$ cat src/pkg/slps_pkg.sv
package slps_pkg;

  // Register indices; byte address is four times the index
  localparam logic [11:0] IDX_ILAS_DEVICE_ID   = 12'h206;
  localparam logic [11:0] IDX_END_OF_FRAME_SEL = 12'h207;
  localparam logic [11:0] IDX_LINK_STATUS      = 12'h208;
  localparam logic [11:0] IDX_CHANNEL_PWR_OFF  = 12'h209;
  localparam logic [11:0] IDX_IRQ_STATUS       = 12'h210;
  localparam logic [11:0] IDX_IRQ_MASK         = 12'h211;

  // Reset values
  localparam logic [7:0] RST_ILAS_DEVICE_ID = 8'h00;
  localparam logic [1:0] RST_EOF_CHAR_SEL   = 2'h0;
  localparam logic [1:0] RST_CHAN_PWR_OFF   = 2'h0;
  localparam logic [3:0] RST_IRQ_MASK       = 4'h0;

  // Status register bit positions
  localparam int STAT_LINK_UP_BIT   = 6;
  localparam int STAT_SYNC_BIT      = 5;
  localparam int STAT_REALIGN_BIT   = 4;
  localparam int STAT_PHASE_SET_BIT = 3;
  localparam int STAT_PLL_LOCK_BIT  = 2;

  // Channel power-off bit positions
  localparam int PD_CHAN_A_BIT = 0;
  localparam int PD_CHAN_B_BIT = 1;

  // Interrupt status and mask bit positions
  localparam int IRQ_REALIGN_BIT   = 0;
  localparam int IRQ_PHASE_SET_BIT = 1;
  localparam int IRQ_LINK_UP_BIT   = 2;
  localparam int IRQ_PLL_LOSS_BIT  = 3;
  localparam int IRQ_W             = 4;

  // End-of-frame comma selections
  localparam logic [1:0] EOF_SEL_K28_7 = 2'h0;
  localparam logic [1:0] EOF_SEL_K28_1 = 2'h1;
  localparam logic [1:0] EOF_SEL_K28_5 = 2'h2;

  // Control character byte values (K flag is carried separately)
  localparam logic [7:0] KCHAR_28_7 = 8'hfc;
  localparam logic [7:0] KCHAR_28_1 = 8'h3c;
  localparam logic [7:0] KCHAR_28_5 = 8'hbc;

  // AHB transfer type upper bit marks NONSEQ or SEQ
  localparam int HTRANS_ACTIVE_BIT = 1;

  // Identifier step between link A and link B
  localparam logic [7:0] DID_LINK_B_STEP = 8'h01;

endpackage : slps_pkg

$ cat src/verilog/slps_sync2.sv
`timescale 1ns/1ps
module slps_sync2
  import slps_pkg::*;
#(
  parameter int WIDTH = 2
)(
  // Clock and reset
  input  wire logic             hclk,
  input  wire logic             hresetn,
  // Asynchronous levels in, synchronised levels out
  input  wire logic [WIDTH-1:0] async_in,
  output logic      [WIDTH-1:0] sync_out
);

  typedef struct packed {
    logic [WIDTH-1:0] meta;
    logic [WIDTH-1:0] stable;
  } slps_sync_state_type;

  slps_sync_state_type st_q;
  slps_sync_state_type st_d;

  if (WIDTH < 1)
  begin : g_chk
    $error("slps_sync2 needs WIDTH of at least one");
  end

  // First stage feeds only the second stage
  always_comb
  begin
    st_d        = st_q;
    st_d.meta   = async_in;
    st_d.stable = st_q.meta;
  end

  always_ff @(posedge hclk or negedge hresetn)
  begin
    if (!hresetn)
      st_q <= '0;
    else
      st_q <= st_d;
  end

  assign sync_out = st_q.stable;

endmodule : slps_sync2

$ cat src/verilog/slps_regs.sv
// Implementation choice: the AHB-Lite slave port.
`timescale 1ns/1ps
// Functional notes
// - In ILAS second multiframe send identifier on link A, identifier plus one on B.
// - Identifier bit 0 is dropped on write and always reads zero.
// - Comma select 0 gives K28.7, 1 gives K28.1, 2 gives K28.5; 3 reserved.
// - End-of-frame comma inserted opportunistically, only in 8b/10b link modes.
// - Status bit 6 is high while the serial link is up.
// - Status bit 5 reads 0 while SYNC~ asserted, 1 while de-asserted.
// - Status bit 4 set by SYSREF clock realignment; write one clears.
// - Status bit 3 set by first SYSREF after encoder enable; write one clears.
// - Status bit 2 is high while the serializer PLL is locked.
// - Power-off bit 1 powers down channel B and digital channels bound to B.
// - Power-off bit 0 powers down channel A and digital channels bound to A.
// - Both channels off powers down the whole link subsystem, PLL and multiframe clock.
// - Both channels on link A with B channel disabled: link A runs, B samples undefined.
module slps_regs
  import slps_pkg::*;
#(
  parameter int ADDR_W = 16
)(
  // AHB-Lite slave
  input  wire logic              hclk,
  input  wire logic              hresetn,
  input  wire logic              hsel,
  input  wire logic [ADDR_W-1:0] haddr,
  input  wire logic [1:0]        htrans,
  input  wire logic              hwrite,
  input  wire logic [2:0]        hsize,
  input  wire logic [31:0]       hwdata,
  input  wire logic              hready,
  output logic      [31:0]       hrdata,
  output logic                   hreadyout,
  output logic                   hresp,
  // Pins from the receiver and serializer PLL
  input  wire logic              sync_n_pin,
  input  wire logic              pll_lock_pin,
  // Link logic on the same clock
  input  wire logic              serial_link_enable,
  input  wire logic              link_up_in,
  input  wire logic              mode_8b10b,
  input  wire logic              mode_ab_on_link_a,
  input  wire logic [1:0]        digital_channel_binding,
  input  wire logic [1:0]        digital_channel_enable,
  input  wire logic              sysref_realign,
  input  wire logic              sysref_event,
  input  wire logic              ilas_mf2_a,
  input  wire logic              ilas_mf2_b,
  input  wire logic              eof_opportunity,
  // ILAS identifier octets
  output logic      [7:0]        did_octet_a,
  output logic      [7:0]        did_octet_b,
  // End-of-frame comma
  output logic                   eof_insert,
  output logic      [7:0]        eof_kchar,
  // Power control
  output logic                   chan_a_power_off,
  output logic                   chan_b_power_off,
  output logic      [1:0]        digital_chan_pd,
  output logic                   link_subsys_pd,
  output logic                   b_samples_undef,
  // Interrupt
  output logic                   irq
);

  typedef struct packed {
    logic [7:0]       ilas_device_id;
    logic [1:0]       end_of_frame_char_sel;
    logic [1:0]       pd;
    logic             link_up;
    logic             sync_ok;
    logic             realigned;
    logic             phase_set;
    logic             pll_lock;
    logic             armed;
    logic             en_prev;
    logic [IRQ_W-1:0] irq_stat;
    logic [IRQ_W-1:0] irq_mask;
    logic             wr_pend;
    logic [11:0]      wr_idx;
    logic [31:0]      rdata;
    logic [7:0]       did_a;
    logic [7:0]       did_b;
    logic             eof_ins;
    logic [7:0]       eof_k;
    logic [1:0]       dig_pd;
    logic             subsys_pd;
    logic             b_undef;
  } slps_state_type;

  slps_state_type st_q;
  slps_state_type st_d;
  logic [1:0]     pin_sync;
  logic           sync_n_s;
  logic           pll_lock_s;

  if (ADDR_W < 14)
  begin : g_chk
    $error("slps_regs needs ADDR_W of at least 14");
  end

  // Word index of a byte address, or all ones when outside the decoded window
  function automatic logic [11:0] idx_of(input logic [ADDR_W-1:0] a);
    logic [ADDR_W-1:0] hi;
    hi = a >> 14;
    if (hi != '0)
      return 12'hfff;
    return a[13:2];
  endfunction : idx_of

  // Comma byte for a select value; reserved code falls back to the compliant comma
  function automatic logic [7:0] kchar_of(input logic [1:0] sel);
    case (sel)
      EOF_SEL_K28_1: return KCHAR_28_1;
      EOF_SEL_K28_5: return KCHAR_28_5;
      default:       return KCHAR_28_7;
    endcase
  endfunction : kchar_of

  // Both pins cross into hclk through two flops
  slps_sync2 #(
    .WIDTH (2)
  ) u_sync (
    .hclk     (hclk),
    .hresetn  (hresetn),
    .async_in ({pll_lock_pin, sync_n_pin}),
    .sync_out (pin_sync)
  );

  assign sync_n_s   = pin_sync[0];
  assign pll_lock_s = pin_sync[1];

  // Next state: bus writes first, then hardware sets, then read capture
  always_comb
  begin
    logic       take;
    logic       do_wr;
    logic [7:0] wb;
    logic [7:0] rb;
    logic       dig_b;
    dig_b = 1'b0;
    st_d  = st_q;
    take  = hsel && hready && htrans[HTRANS_ACTIVE_BIT];
    do_wr = st_q.wr_pend;
    wb    = hwdata[7:0];
    rb    = 8'h00;
    // Data phase of a write lands here, whether or not the link is live
    if (do_wr)
    begin
      case (st_q.wr_idx)
        IDX_ILAS_DEVICE_ID:   st_d.ilas_device_id = {wb[7:1], 1'b0};
        IDX_END_OF_FRAME_SEL: st_d.end_of_frame_char_sel = wb[1:0];
        IDX_CHANNEL_PWR_OFF:  st_d.pd = wb[1:0];
        IDX_IRQ_MASK:         st_d.irq_mask = wb[IRQ_W-1:0];
        IDX_IRQ_STATUS:       st_d.irq_stat = st_q.irq_stat & ~wb[IRQ_W-1:0];
        IDX_LINK_STATUS:
        begin
          if (wb[STAT_REALIGN_BIT])
            st_d.realigned = 1'b0;
          if (wb[STAT_PHASE_SET_BIT])
            st_d.phase_set = 1'b0;
        end
        default: st_d.ilas_device_id = st_q.ilas_device_id;
      endcase
    end
    // Live status levels
    st_d.link_up  = link_up_in;
    st_d.sync_ok  = sync_n_s;
    st_d.pll_lock = pll_lock_s;
    // Sticky flags; a set in the clearing cycle wins
    if (sysref_realign)
      st_d.realigned = 1'b1;
    st_d.en_prev = serial_link_enable;
    if (serial_link_enable && !st_q.en_prev)
      st_d.armed = 1'b1;
    else if (!serial_link_enable)
      st_d.armed = 1'b0;
    if (sysref_event && st_q.armed)
    begin
      st_d.phase_set = 1'b1;
      st_d.armed     = 1'b0;
    end
    // Interrupt events; set wins over the write-one clear above
    if (sysref_realign)
      st_d.irq_stat[IRQ_REALIGN_BIT] = 1'b1;
    if (sysref_event && st_q.armed)
      st_d.irq_stat[IRQ_PHASE_SET_BIT] = 1'b1;
    if (link_up_in && !st_q.link_up)
      st_d.irq_stat[IRQ_LINK_UP_BIT] = 1'b1;
    if (!pll_lock_s && st_q.pll_lock)
      st_d.irq_stat[IRQ_PLL_LOSS_BIT] = 1'b1;
    // Address phase: latch write target, capture read from updated values; the three status levels are read from current flops
    st_d.wr_pend = take && hwrite;
    st_d.wr_idx  = idx_of(haddr);
    if (take && !hwrite)
    begin
      case (idx_of(haddr))
        IDX_ILAS_DEVICE_ID:   rb = st_d.ilas_device_id;
        IDX_END_OF_FRAME_SEL: rb = {6'h00, st_d.end_of_frame_char_sel};
        IDX_CHANNEL_PWR_OFF:  rb = {6'h00, st_d.pd};
        IDX_IRQ_STATUS:       rb = {4'h0, st_d.irq_stat};
        IDX_IRQ_MASK:         rb = {4'h0, st_d.irq_mask};
        IDX_LINK_STATUS:
        begin
          rb[STAT_LINK_UP_BIT]   = st_q.link_up;
          rb[STAT_SYNC_BIT]      = st_q.sync_ok;
          rb[STAT_REALIGN_BIT]   = st_d.realigned;
          rb[STAT_PHASE_SET_BIT] = st_d.phase_set;
          rb[STAT_PLL_LOCK_BIT]  = st_q.pll_lock;
        end
        default: rb = 8'h00;
      endcase
      st_d.rdata = {24'h000000, rb};
    end
    // ILAS identifier octets, zero outside the second multiframe
    st_d.did_a = ilas_mf2_a ? st_q.ilas_device_id : 8'h00;
    st_d.did_b = ilas_mf2_b ? 8'(st_q.ilas_device_id + DID_LINK_B_STEP) : 8'h00;
    // Comma only where encoding is 8b/10b; other modes ignore the select
    st_d.eof_ins = eof_opportunity && mode_8b10b;
    st_d.eof_k   = kchar_of(st_q.end_of_frame_char_sel);
    // Digital channels follow the converter they are bound to (1 = bound to B)
    for (int i = 0; i < 2; i++)
    begin
      dig_b = digital_channel_binding[i];
      st_d.dig_pd[i] = dig_b ? st_q.pd[PD_CHAN_B_BIT] : st_q.pd[PD_CHAN_A_BIT];
    end
    st_d.subsys_pd = &st_q.pd;
    // Link A keeps running; flag that its B samples carry no meaning
    st_d.b_undef = mode_ab_on_link_a && !digital_channel_enable[1] && !(&st_q.pd);
  end

  // State register
  always_ff @(posedge hclk or negedge hresetn)
  begin
    if (!hresetn)
    begin
      st_q          <= '0;
      st_q.ilas_device_id      <= RST_ILAS_DEVICE_ID;
      st_q.end_of_frame_char_sel    <= RST_EOF_CHAR_SEL;
      st_q.pd       <= RST_CHAN_PWR_OFF;
      st_q.irq_mask <= RST_IRQ_MASK;
    end
    else
      st_q <= st_d;
  end

  // Zero-wait slave, always OKAY
  assign hreadyout        = 1'b1;
  assign hresp            = 1'b0;
  assign hrdata           = st_q.rdata;
  assign did_octet_a      = st_q.did_a;
  assign did_octet_b      = st_q.did_b;
  assign eof_insert       = st_q.eof_ins;
  assign eof_kchar        = st_q.eof_k;
  assign chan_a_power_off = st_q.pd[PD_CHAN_A_BIT];
  assign chan_b_power_off = st_q.pd[PD_CHAN_B_BIT];
  assign digital_chan_pd  = st_q.dig_pd;
  assign link_subsys_pd   = st_q.subsys_pd;
  assign b_samples_undef  = st_q.b_undef;
  assign irq              = |(st_q.irq_stat & st_q.irq_mask);
endmodule : slps_regs

$ cat config.mk
export PLATFORM = sky130hd
export DESIGN_NAME = slps_regs
export DESIGN_NICKNAME = d
export VERILOG_FILES = /design/src/pkg/slps_pkg.sv /design/src/verilog/slps_sync2.sv /design/src/verilog/slps_regs.sv
export SDC_FILE = /design/constraint.sdc
export NUM_CORES = 1
export LEC_CHECK = 0
export ABC_AREA = 1
export BUFFER_PORTS_ARGS = -buffer_cell sky130_fd_sc_hd__buf_2
export CAP_MARGIN = 20
export CELL_PAD_IN_SITES_DETAIL_PLACEMENT = 0
export CELL_PAD_IN_SITES_GLOBAL_PLACEMENT = 1
export CORE_MARGIN = 2
export CORE_UTILIZATION = 39
export CTS_BUF_LIST = sky130_fd_sc_hd__clkbuf_4 sky130_fd_sc_hd__clkbuf_8
export CTS_CLUSTER_SIZE = 24
export DETAILED_ROUTE_END_ITERATION = 10
export GPL_TIMING_DRIVEN = 0
export PLACE_DENSITY_LB_ADDON = 0.1
export SYNTH_ARGS = -nofsm -noshare
export SYNTH_HDL_FRONTEND = slang
export SYNTH_SLANG_ARGS = --single-unit
$ cat constraint.sdc
create_clock -name hclk -period 2.9 [get_ports hclk]
set_input_delay 0.145 -clock hclk [delete_from_list [all_inputs] [get_ports hclk]]
set_output_delay 0.145 -clock hclk [all_outputs]
set_load 0.02 [all_outputs]
==> results of run 1 <==
-- tightest hold or removal path, cell delays in order --
cell and delay (ps):
buf_2 90, nand2_1 50, nor2_1 30
-- how the worst max path moves through the flow --
stage           endpoint  cells after the start      start
2_1_floorplan  hrdata[2]                     10   st_q[68]
4_1_cts        hrdata[1]                      6     hwrite
6_report       hrdata[1]                      6     hwrite
3_3_place_gp   hrdata[1]                      6  htrans[1]
3_5_place_dp   hrdata[1]                      6  htrans[1]
5_1_grt        hrdata[1]                      6     hwrite
-- layout make-up --
cell class | count | area (sq um) | share of cell area
inverter | 55 | 206 | 0.0426
timing repair buffer | 97 | 601 | 0.124
buffer | 63 | 470 | 0.0972
sequential | 76 | 1900 | 0.393
multi-input combinational | 280 | 1260 | 0.260
clock inverter | 6 | 111 | 0.0230
tap | 129 | 161 | 0.0333
clock buffer | 10 | 131 | 0.0271
-- cell usage in the layout (no fill, tap or decap), drive strengths merged --
cell	count
a22oi	1
conb	29
nor3	1
a21oi	10
bufinv	3
clkbuf	11
nor2	48
or2	3
ha	2
inv	55
nand4	4
nand2	138
dfrtp	76
clkinvlp	1
buf	141
clkinv	2
nand3	22
a21boi	1
o21ai	16
nand3b	5
dlygate4sd3	18
-- per-stage QoR --
stage | hold slack, ps | cells | power [mW] | utilization
6_report | 15.4 | 716 | 2.33 | 0.522
5_1_grt | 30.8 | 716 | 2.44 | 0.522
4_1_cts | 0.797 | 716 | 2.36 | 0.522
3_5_place_dp | 58.6 | 682 | 1.37 | 0.476
3_3_place_gp | 254 | 681 | 1.36 | 0.473
2_1_floorplan | -151 | 474 | 1.28 | -
-- logic make-up (layout without fill, tap and decap cells) --
kind of cell / count (synthesis) / count (layout) / share of synthesized area
AOI/OAI and AO/OA: 28 / 28 / 0.0388
adders and majority gates: 2 / 2 / 0.00670
buffers and inverters: 118 / 231 / 0.181
DFF: 76 / 76 / 0.509
other: 2 / 29 / 0.00201
and+or+nand+nor: 221 / 221 / 0.262
-- where the power goes --
| part | total [mW] | leakage, nW | switching (mW) | internal, mW |
|---|---|---|---|---|
| registers | 1.10 | 0.823 | 0.0123 | 1.09 |
| clock network | 0.969 | 0.120 | 0.386 | 0.583 |
| logic | 0.263 | 1.66 | 0.145 | 0.118 |
-- routing by layer --
| layer | vias to the layer above | share of wire |
|---|---|---|
| met5 | - | 0 |
| met4 | 0 | 0.015 |
| met3 | 7 | 0.045 |
| met2 | 77 | 0.48 |
| met1 | 1274 | 0.46 |
| li1 | 1551 | - |
-- registers in the layout, summed over array words and instances, names as in the netlist --
register,cells
b_samples_undef,1
chan_a_power_off,1
chan_b_power_off,1
did_octet_a,8
did_octet_b,8
digital_chan_pd,2
eof_insert,1
eof_kchar,3
hrdata,8
link_subsys_pd,1
st_q,38
u_sync.st_d,2
u_sync.sync_out,2
==> flow_summary_export.csv, run 1 <==
group,metric,value,unit
global_routing,grt_use_met2,0.257,
setup_path,ff2ff_path_depth,10,
clocking,cts_buffer_depth,2,
yosys,synth_top_area_share,0.509,
global_routing,grt_max_degree,58,
setup_path,crit_buf_inv,3,
yosys,avgSynthCellArea,8.36,sq um
pwr,p_leak,2.60,nW
timing,maxSlewViolCount,0,
yosys,synthCells,447,
placed_design,dp_slack,1130,ps
routing,post_drt_wl_per_cell,10.4,um
hold_path,min_to,"b_samples_undef",
clocking,cts_buffers,9,
clocking,clkSlewWorstSetupHoldPaths,80,ps
timing,post-route-min-period,1840,ps
timing,min_period_over_period,0.633,
hold_path,hp-class,"input pin to flop",
global_routing,grt_pass1_wl,12200,um
setup_path,r2r_slack,1170,ps
yosys,synth_seq_cells,76,
timing,fin_ws,1060,ps
yosys,ys_types,27,
setup_path,timing.rr.end,"hrdata[1]",
routing,ant_nets,0,
floorplanning,fp-row-count,35,
timing,setup-violations-final,0,
timing,hold_violations,0,
finish,design_area,0.00484,sq mm
floorplanning,core,0.00928,sq mm
setup_path,path_cells,"dlygate4sd3_1 -> buf_2 -> nor2_1 -> clkinv_1 -> a21oi_1 -> a21oi_1",
setup_path,critPathTopFamily,"buffers and inverters",
yosys,synth_seq_area_share,0.509,
placed_design,dp_hpwl,5700,um
global_routing,track_usage,0.153,
clocking,cts_hold_buf,18,
routing,drt-total-wl,7440,um
clocking,cts-root-buf,"clkbuf_8",
clocking,clk_latency,340,ps
outcome,outcome,"complete, no violations",
routing,drt-vias-per-instance,4.06,
yosys,ys_async_sr_fraction,1.00,
clocking,postCtsSetupBuffers,0,
yosys,synth_top_area_cell,"dfrtp_1",
clocking,post_cts_resized,0,
routing,drt_iter0_drc,83,
setup_path,cp_slowest_cell,"dlygate4sd3_1",
pwr,vdd_drop_max,186,uV
global_routing,met1_usage,0.195,
placed_design,io_buffers,78,
setup_path,crit_type,"input pin to flop",
timing,relSlewSlack,0.611,
yosys,ys_top_cells_by_area,"dfrtp_1, nand2_1, buf_4, inv_1, nor2_1",
finish,area_growth,29.6,%
timing,worst_slew_pin_slew,582,ps
setup_path,arrival,2060,ps
setup_path,required,3120,ps
timing,rsz0062_at_grt,"false",
hold_path,hp-start,"mode_ab_on_link_a",
yosys,ys_warn_count,0,
setup_path,crit_top_cell,"a21oi_1",
finish,layout.nets,657,
floorplanning,io_pins,139,
global_routing,grt_overflow,0,
yosys,post-synth-top-count-cell,"nand2_1",
hold_path,holdPathStages,3,
yosys,synth-edff-count,0,
timing,setup_tns,0,ps
floorplanning,die_h,102,um
finish,fillers,964,
floorplanning,dieArea,0.0104,sq mm
floorplanning,die_width,102,um
global_routing,grt_pass1_vias,2682,
yosys,synth_ff_type,"dfrtp_1",
setup_path,cpPeakStageDelay,520,ps
clocking,h-tree-depth,3,
routing,drc,0,
setup_path,crit_path_max_fanout,10,
global_routing,top_usage_layer,"met2",
pwr,power_density,482,mW/mm^2
global_routing,global_route.usage.met3,0.0267,
clocking,cts_sinks,76,
placed_design,placed_cell_area,0.00442,sq mm
finish,antenna_cells,0,
setup_path,endpoint_kind,"flop",
finish,drive_above_1_share,0.305,
global_routing,antenna_found_initial,0,
routing,drt_pass1_iterations,4,
routing,vias,2909,
yosys,ys_top_cells_by_count,"nand2_1, dfrtp_1, buf_4, inv_1, nor2_1",
timing,max_freq,0.545,GHz
clocking,cts_tree,"yes",
yosys,syn-cell-area,0.00374,sq mm
timing,skew,6.56,ps
placed_design,gp_congestion,0.823,
job,max_cap_violations,0,
setup_path,cp-start-kind,"input pin",
floorplanning,floorplan.initialDensity,0.402,
setup_path,reg2reg_from,"st_q[68]",
(Power assumes the default switching activity.)
==> run 2: changes to the inputs <==
- ABC_AREA: 1 -> 0
- CORE_UTILIZATION: 39 -> 35
- clock period: 2.9 -> 1.52 ns (I/O delays scaled with it)
==> run 2 against run 1 <==
Power increased by 84%; via count decreased by 3.9%; clock-buffer cell count decreased by 1; clock power increased by 70%; sequential power increased by 92%; sequential share of layout area decreased by 3.2 points; register-to-register slack got worse by 1900 ps; wire length increased by 16%; design area increased by 9.0%; the flow now finishes with violations (setup timing); clock skew increased by 4.5 ps.
==> flow_summary_export.csv, run 2 <==
group,metric,value,unit
outcome,outcome,"finished, violations left",
outcome,violations,"setup timing",
timing,setup-violations-final,30,
yosys,synthCells,334,
yosys,synth_top_family_by_area,"simple AND/OR/NAND/NOR gates",
setup_path,critPathTopFamily,"simple AND/OR/NAND/NOR gates",
routing,drc,0,
routing,vias,2796,
global_routing,grt_overflow,0,
hold_path,hp-class,"input pin to flop",
setup_path,cp_slowest_cell,"or4_4",
pwr,power_density,813,mW/mm^2
setup_path,crit_buf_inv,1,
yosys,ys_top_cells_by_area,"dfrtp_1, buf_4, mux2_2, and2_1, or3_1",
yosys,syn-cell-area,0.00366,sq mm
routing,ant_nets,0,
floorplanning,floorplan.initialDensity,0.358,
timing,hold_violations,0,
placed_design,placed_cell_area,0.00438,sq mm
clocking,cts_tree,"yes",
yosys,ys_top_cells_by_count,"dfrtp_1, buf_4, and2_1, nor2_1, nand2_1",
clocking,clkSlewWorstSetupHoldPaths,80,ps
yosys,synth-edff-count,0,
pwr,vdd_drop_max,387,uV
finish,area_growth,44.1,%
finish,top_register,"st_q",
finish,layout.nets,573,
routing,drt-vias-per-instance,4.38,
floorplanning,die_width,106,um
global_routing,track_usage,0.159,
setup_path,cp-start-kind,"flop",
timing,post-route-min-period,2260,ps
routing,drt-total-wl,8620,um
finish,final_core_util,0.516,
routing,wl_met3,433,um
clocking,clk_latency,350,ps
clocking,cts_buffers,9,
yosys,synth_xor_xnor_area_share,0.0143,
timing,worst_slew_pin_slew,645,ps
routing,drt_pass1_iterations,4,
setup_path,endpoint_kind,"flop",
yosys,synth_fa_ha_area_frac,0.00683,
timing,skew,11.1,ps
job,max_cap_violations,0,
timing,max_freq,0.443,GHz
routing,post_drt_wl_per_cell,13.5,um
clocking,cts_sinks,76,
pwr,p_leak,2.74,nW
placed_design,gp_congestion,0.759,
yosys,synth_mux_area_frac,0.0464,
floorplanning,io_pins,139,
global_routing,grt_pass1_vias,2819,
setup_path,r2r_slack,-740,ps
yosys,post-synth-top-count-cell,"dfrtp_1",
clocking,h-tree-depth,3,
setup_path,path_cells,"or4_4 -> nor4_4 -> buf_4 -> mux2_4 -> a221oi_2 -> o21ai_1",
yosys,ys_async_sr_fraction,1.00,
hold_path,holdPathStages,2,
clocking,cts_buffer_depth,2,
setup_path,startpoint,"st_q[68]",
global_routing,grt_pass1_wl,13800,um
finish,layout_commonest_cell,"buf_2",
yosys,avgSynthCellArea,11.0,sq um
finish,antenna_cells,0,
setup_path,cpPeakStageDelay,580,ps
yosys,synth_seq_cells,76,
clocking,cts-root-buf,"clkbuf_8",
placed_design,dp_slack,-1150,ps
placed_design,dp.cells,577,
routing,routed-wl-met2,4350,um
setup_path,cp_num_cells,6,
floorplanning,dieArea,0.0113,sq mm
placed_design,dp_hpwl,6080,um
finish,largest_reg_flops,38,
yosys,ys_warn_count,0,
timing,min_period_over_period,1.49,
setup_path,crit_type,"flop to flop",
timing,fin_ws,-737,ps
routing,top_layer_used,"met4",
yosys,synth_seq_area_share,0.519,
setup_path,crit_path_max_fanout,5,
setup_path,required,1750,ps
finish,design_area,0.00528,sq mm
routing,met1_length,3680,um
timing,rsz0062_at_grt,"true",
floorplanning,core,0.0102,sq mm
finish,final_cells,638,
routing,drt_iter0_drc,60,
yosys,synth_top_area_cell,"dfrtp_1",
timing,relSlewSlack,0.566,
finish,drive_above_1_share,0.448,
setup_path,arrival,2480,ps
setup_path,ff2ff_path_depth,6,
yosys,ys_types,52,
finish,fillers,940,
global_routing,antenna_found_initial,0,
setup_path,timing.rr.end,"hrdata[3]",
placed_design,io_buffers,78,
yosys,synth-compound-area-share,0.0721,
timing,maxSlewViolCount,0,
finish,final_cell_mix,"buf_2, dfrtp_1, buf_4",
global_routing,grt_max_degree,52,
floorplanning,die_h,106,um
yosys,synth_top_area_share,0.519,
setup_path,reg2reg_from,"st_q[68]",
yosys,synth_ff_type,"dfrtp_1",
setup_path,endpoint,"hrdata[3]",
yosys,synthSimpleGateAreaFrac,0.190,
floorplanning,fp-row-count,37,
-- run 2: worst min-delay path by stage --
stage                      start         endpoint  slack [ps]
CTS                    hwdata[2]         st_q[95]           7
finish                    hready         st_q[73]          20
global route              hready         st_q[73]          20
detailed placement       hresetn         st_q[84]          10
global placement    pll_lock_pin   u_sync.st_d[1]         190
floorplan                hresetn  b_samples_undef        -220
-- run 2: final cells by class --
| type | count | area (sq um) | area share |
|---|---|---|---|
| clock inverter | 6 | 90.1 | 0.0171 |
| clock buffer | 9 | 124 | 0.0235 |
| sequential | 76 | 1900 | 0.360 |
| timing repair buffer | 130 | 927 | 0.176 |
| tap | 136 | 170 | 0.0322 |
| inverter | 13 | 48.8 | 0.00924 |
| multi-input combinational | 204 | 1550 | 0.294 |
| buffer | 64 | 465 | 0.0882 |
-- run 2: metal layers --
layer	global-route usage	up-vias
li1	-	1391
met3	0.0386	11
met5	0	-
met4	0.0573	0
met1	0.199	1315
met2	0.268	79
-- run 2: where the power goes --
part | leakage, nW | total, mW | internal [mW] | switching [mW]
clock | 0.105 | 1.65 | 0.918 | 0.737
sequential | 0.911 | 2.11 | 2.08 | 0.0359
combinational | 1.73 | 0.526 | 0.244 | 0.281
total | 2.74 | 4.29 | 3.24 | 1.05
-- run 2: kinds of logic (layout without fill, tap and decap cells) --
family                     Yosys count  after routing
AOI/OAI and AO/OA                   37             37
adders and majority gates            2              2
xor gates and xnor gates             6              6
other                                2             29
and+or+nand+nor                    115            115
DFF                                 76             76
buffers and inverters               81            222
muxes                               15             15
-- run 2: metrics by stage --
step | total power [mW] | hold WS [ps] | setup TNS [ps]
2_1_floorplan | 2.43 | -220 | -13000
5_1_grt | 4.49 | 24.9 | -15470
4_1_cts | 4.35 | 7.25 | -13730
3_3_place_gp | 2.61 | 185 | -32700
3_5_place_dp | 2.62 | 14.4 | -20740
6_report | 4.29 | 21.4 | -13720
-- run 2: what timing repair did --
action	4_1_cts	5_1_grt
endpoints found under the hold margin	78	0
pin swaps	10	9
setup endpoints to repair	30	30
resized for setup	38	29
hold buffers	28	0
setup buffers	16	6
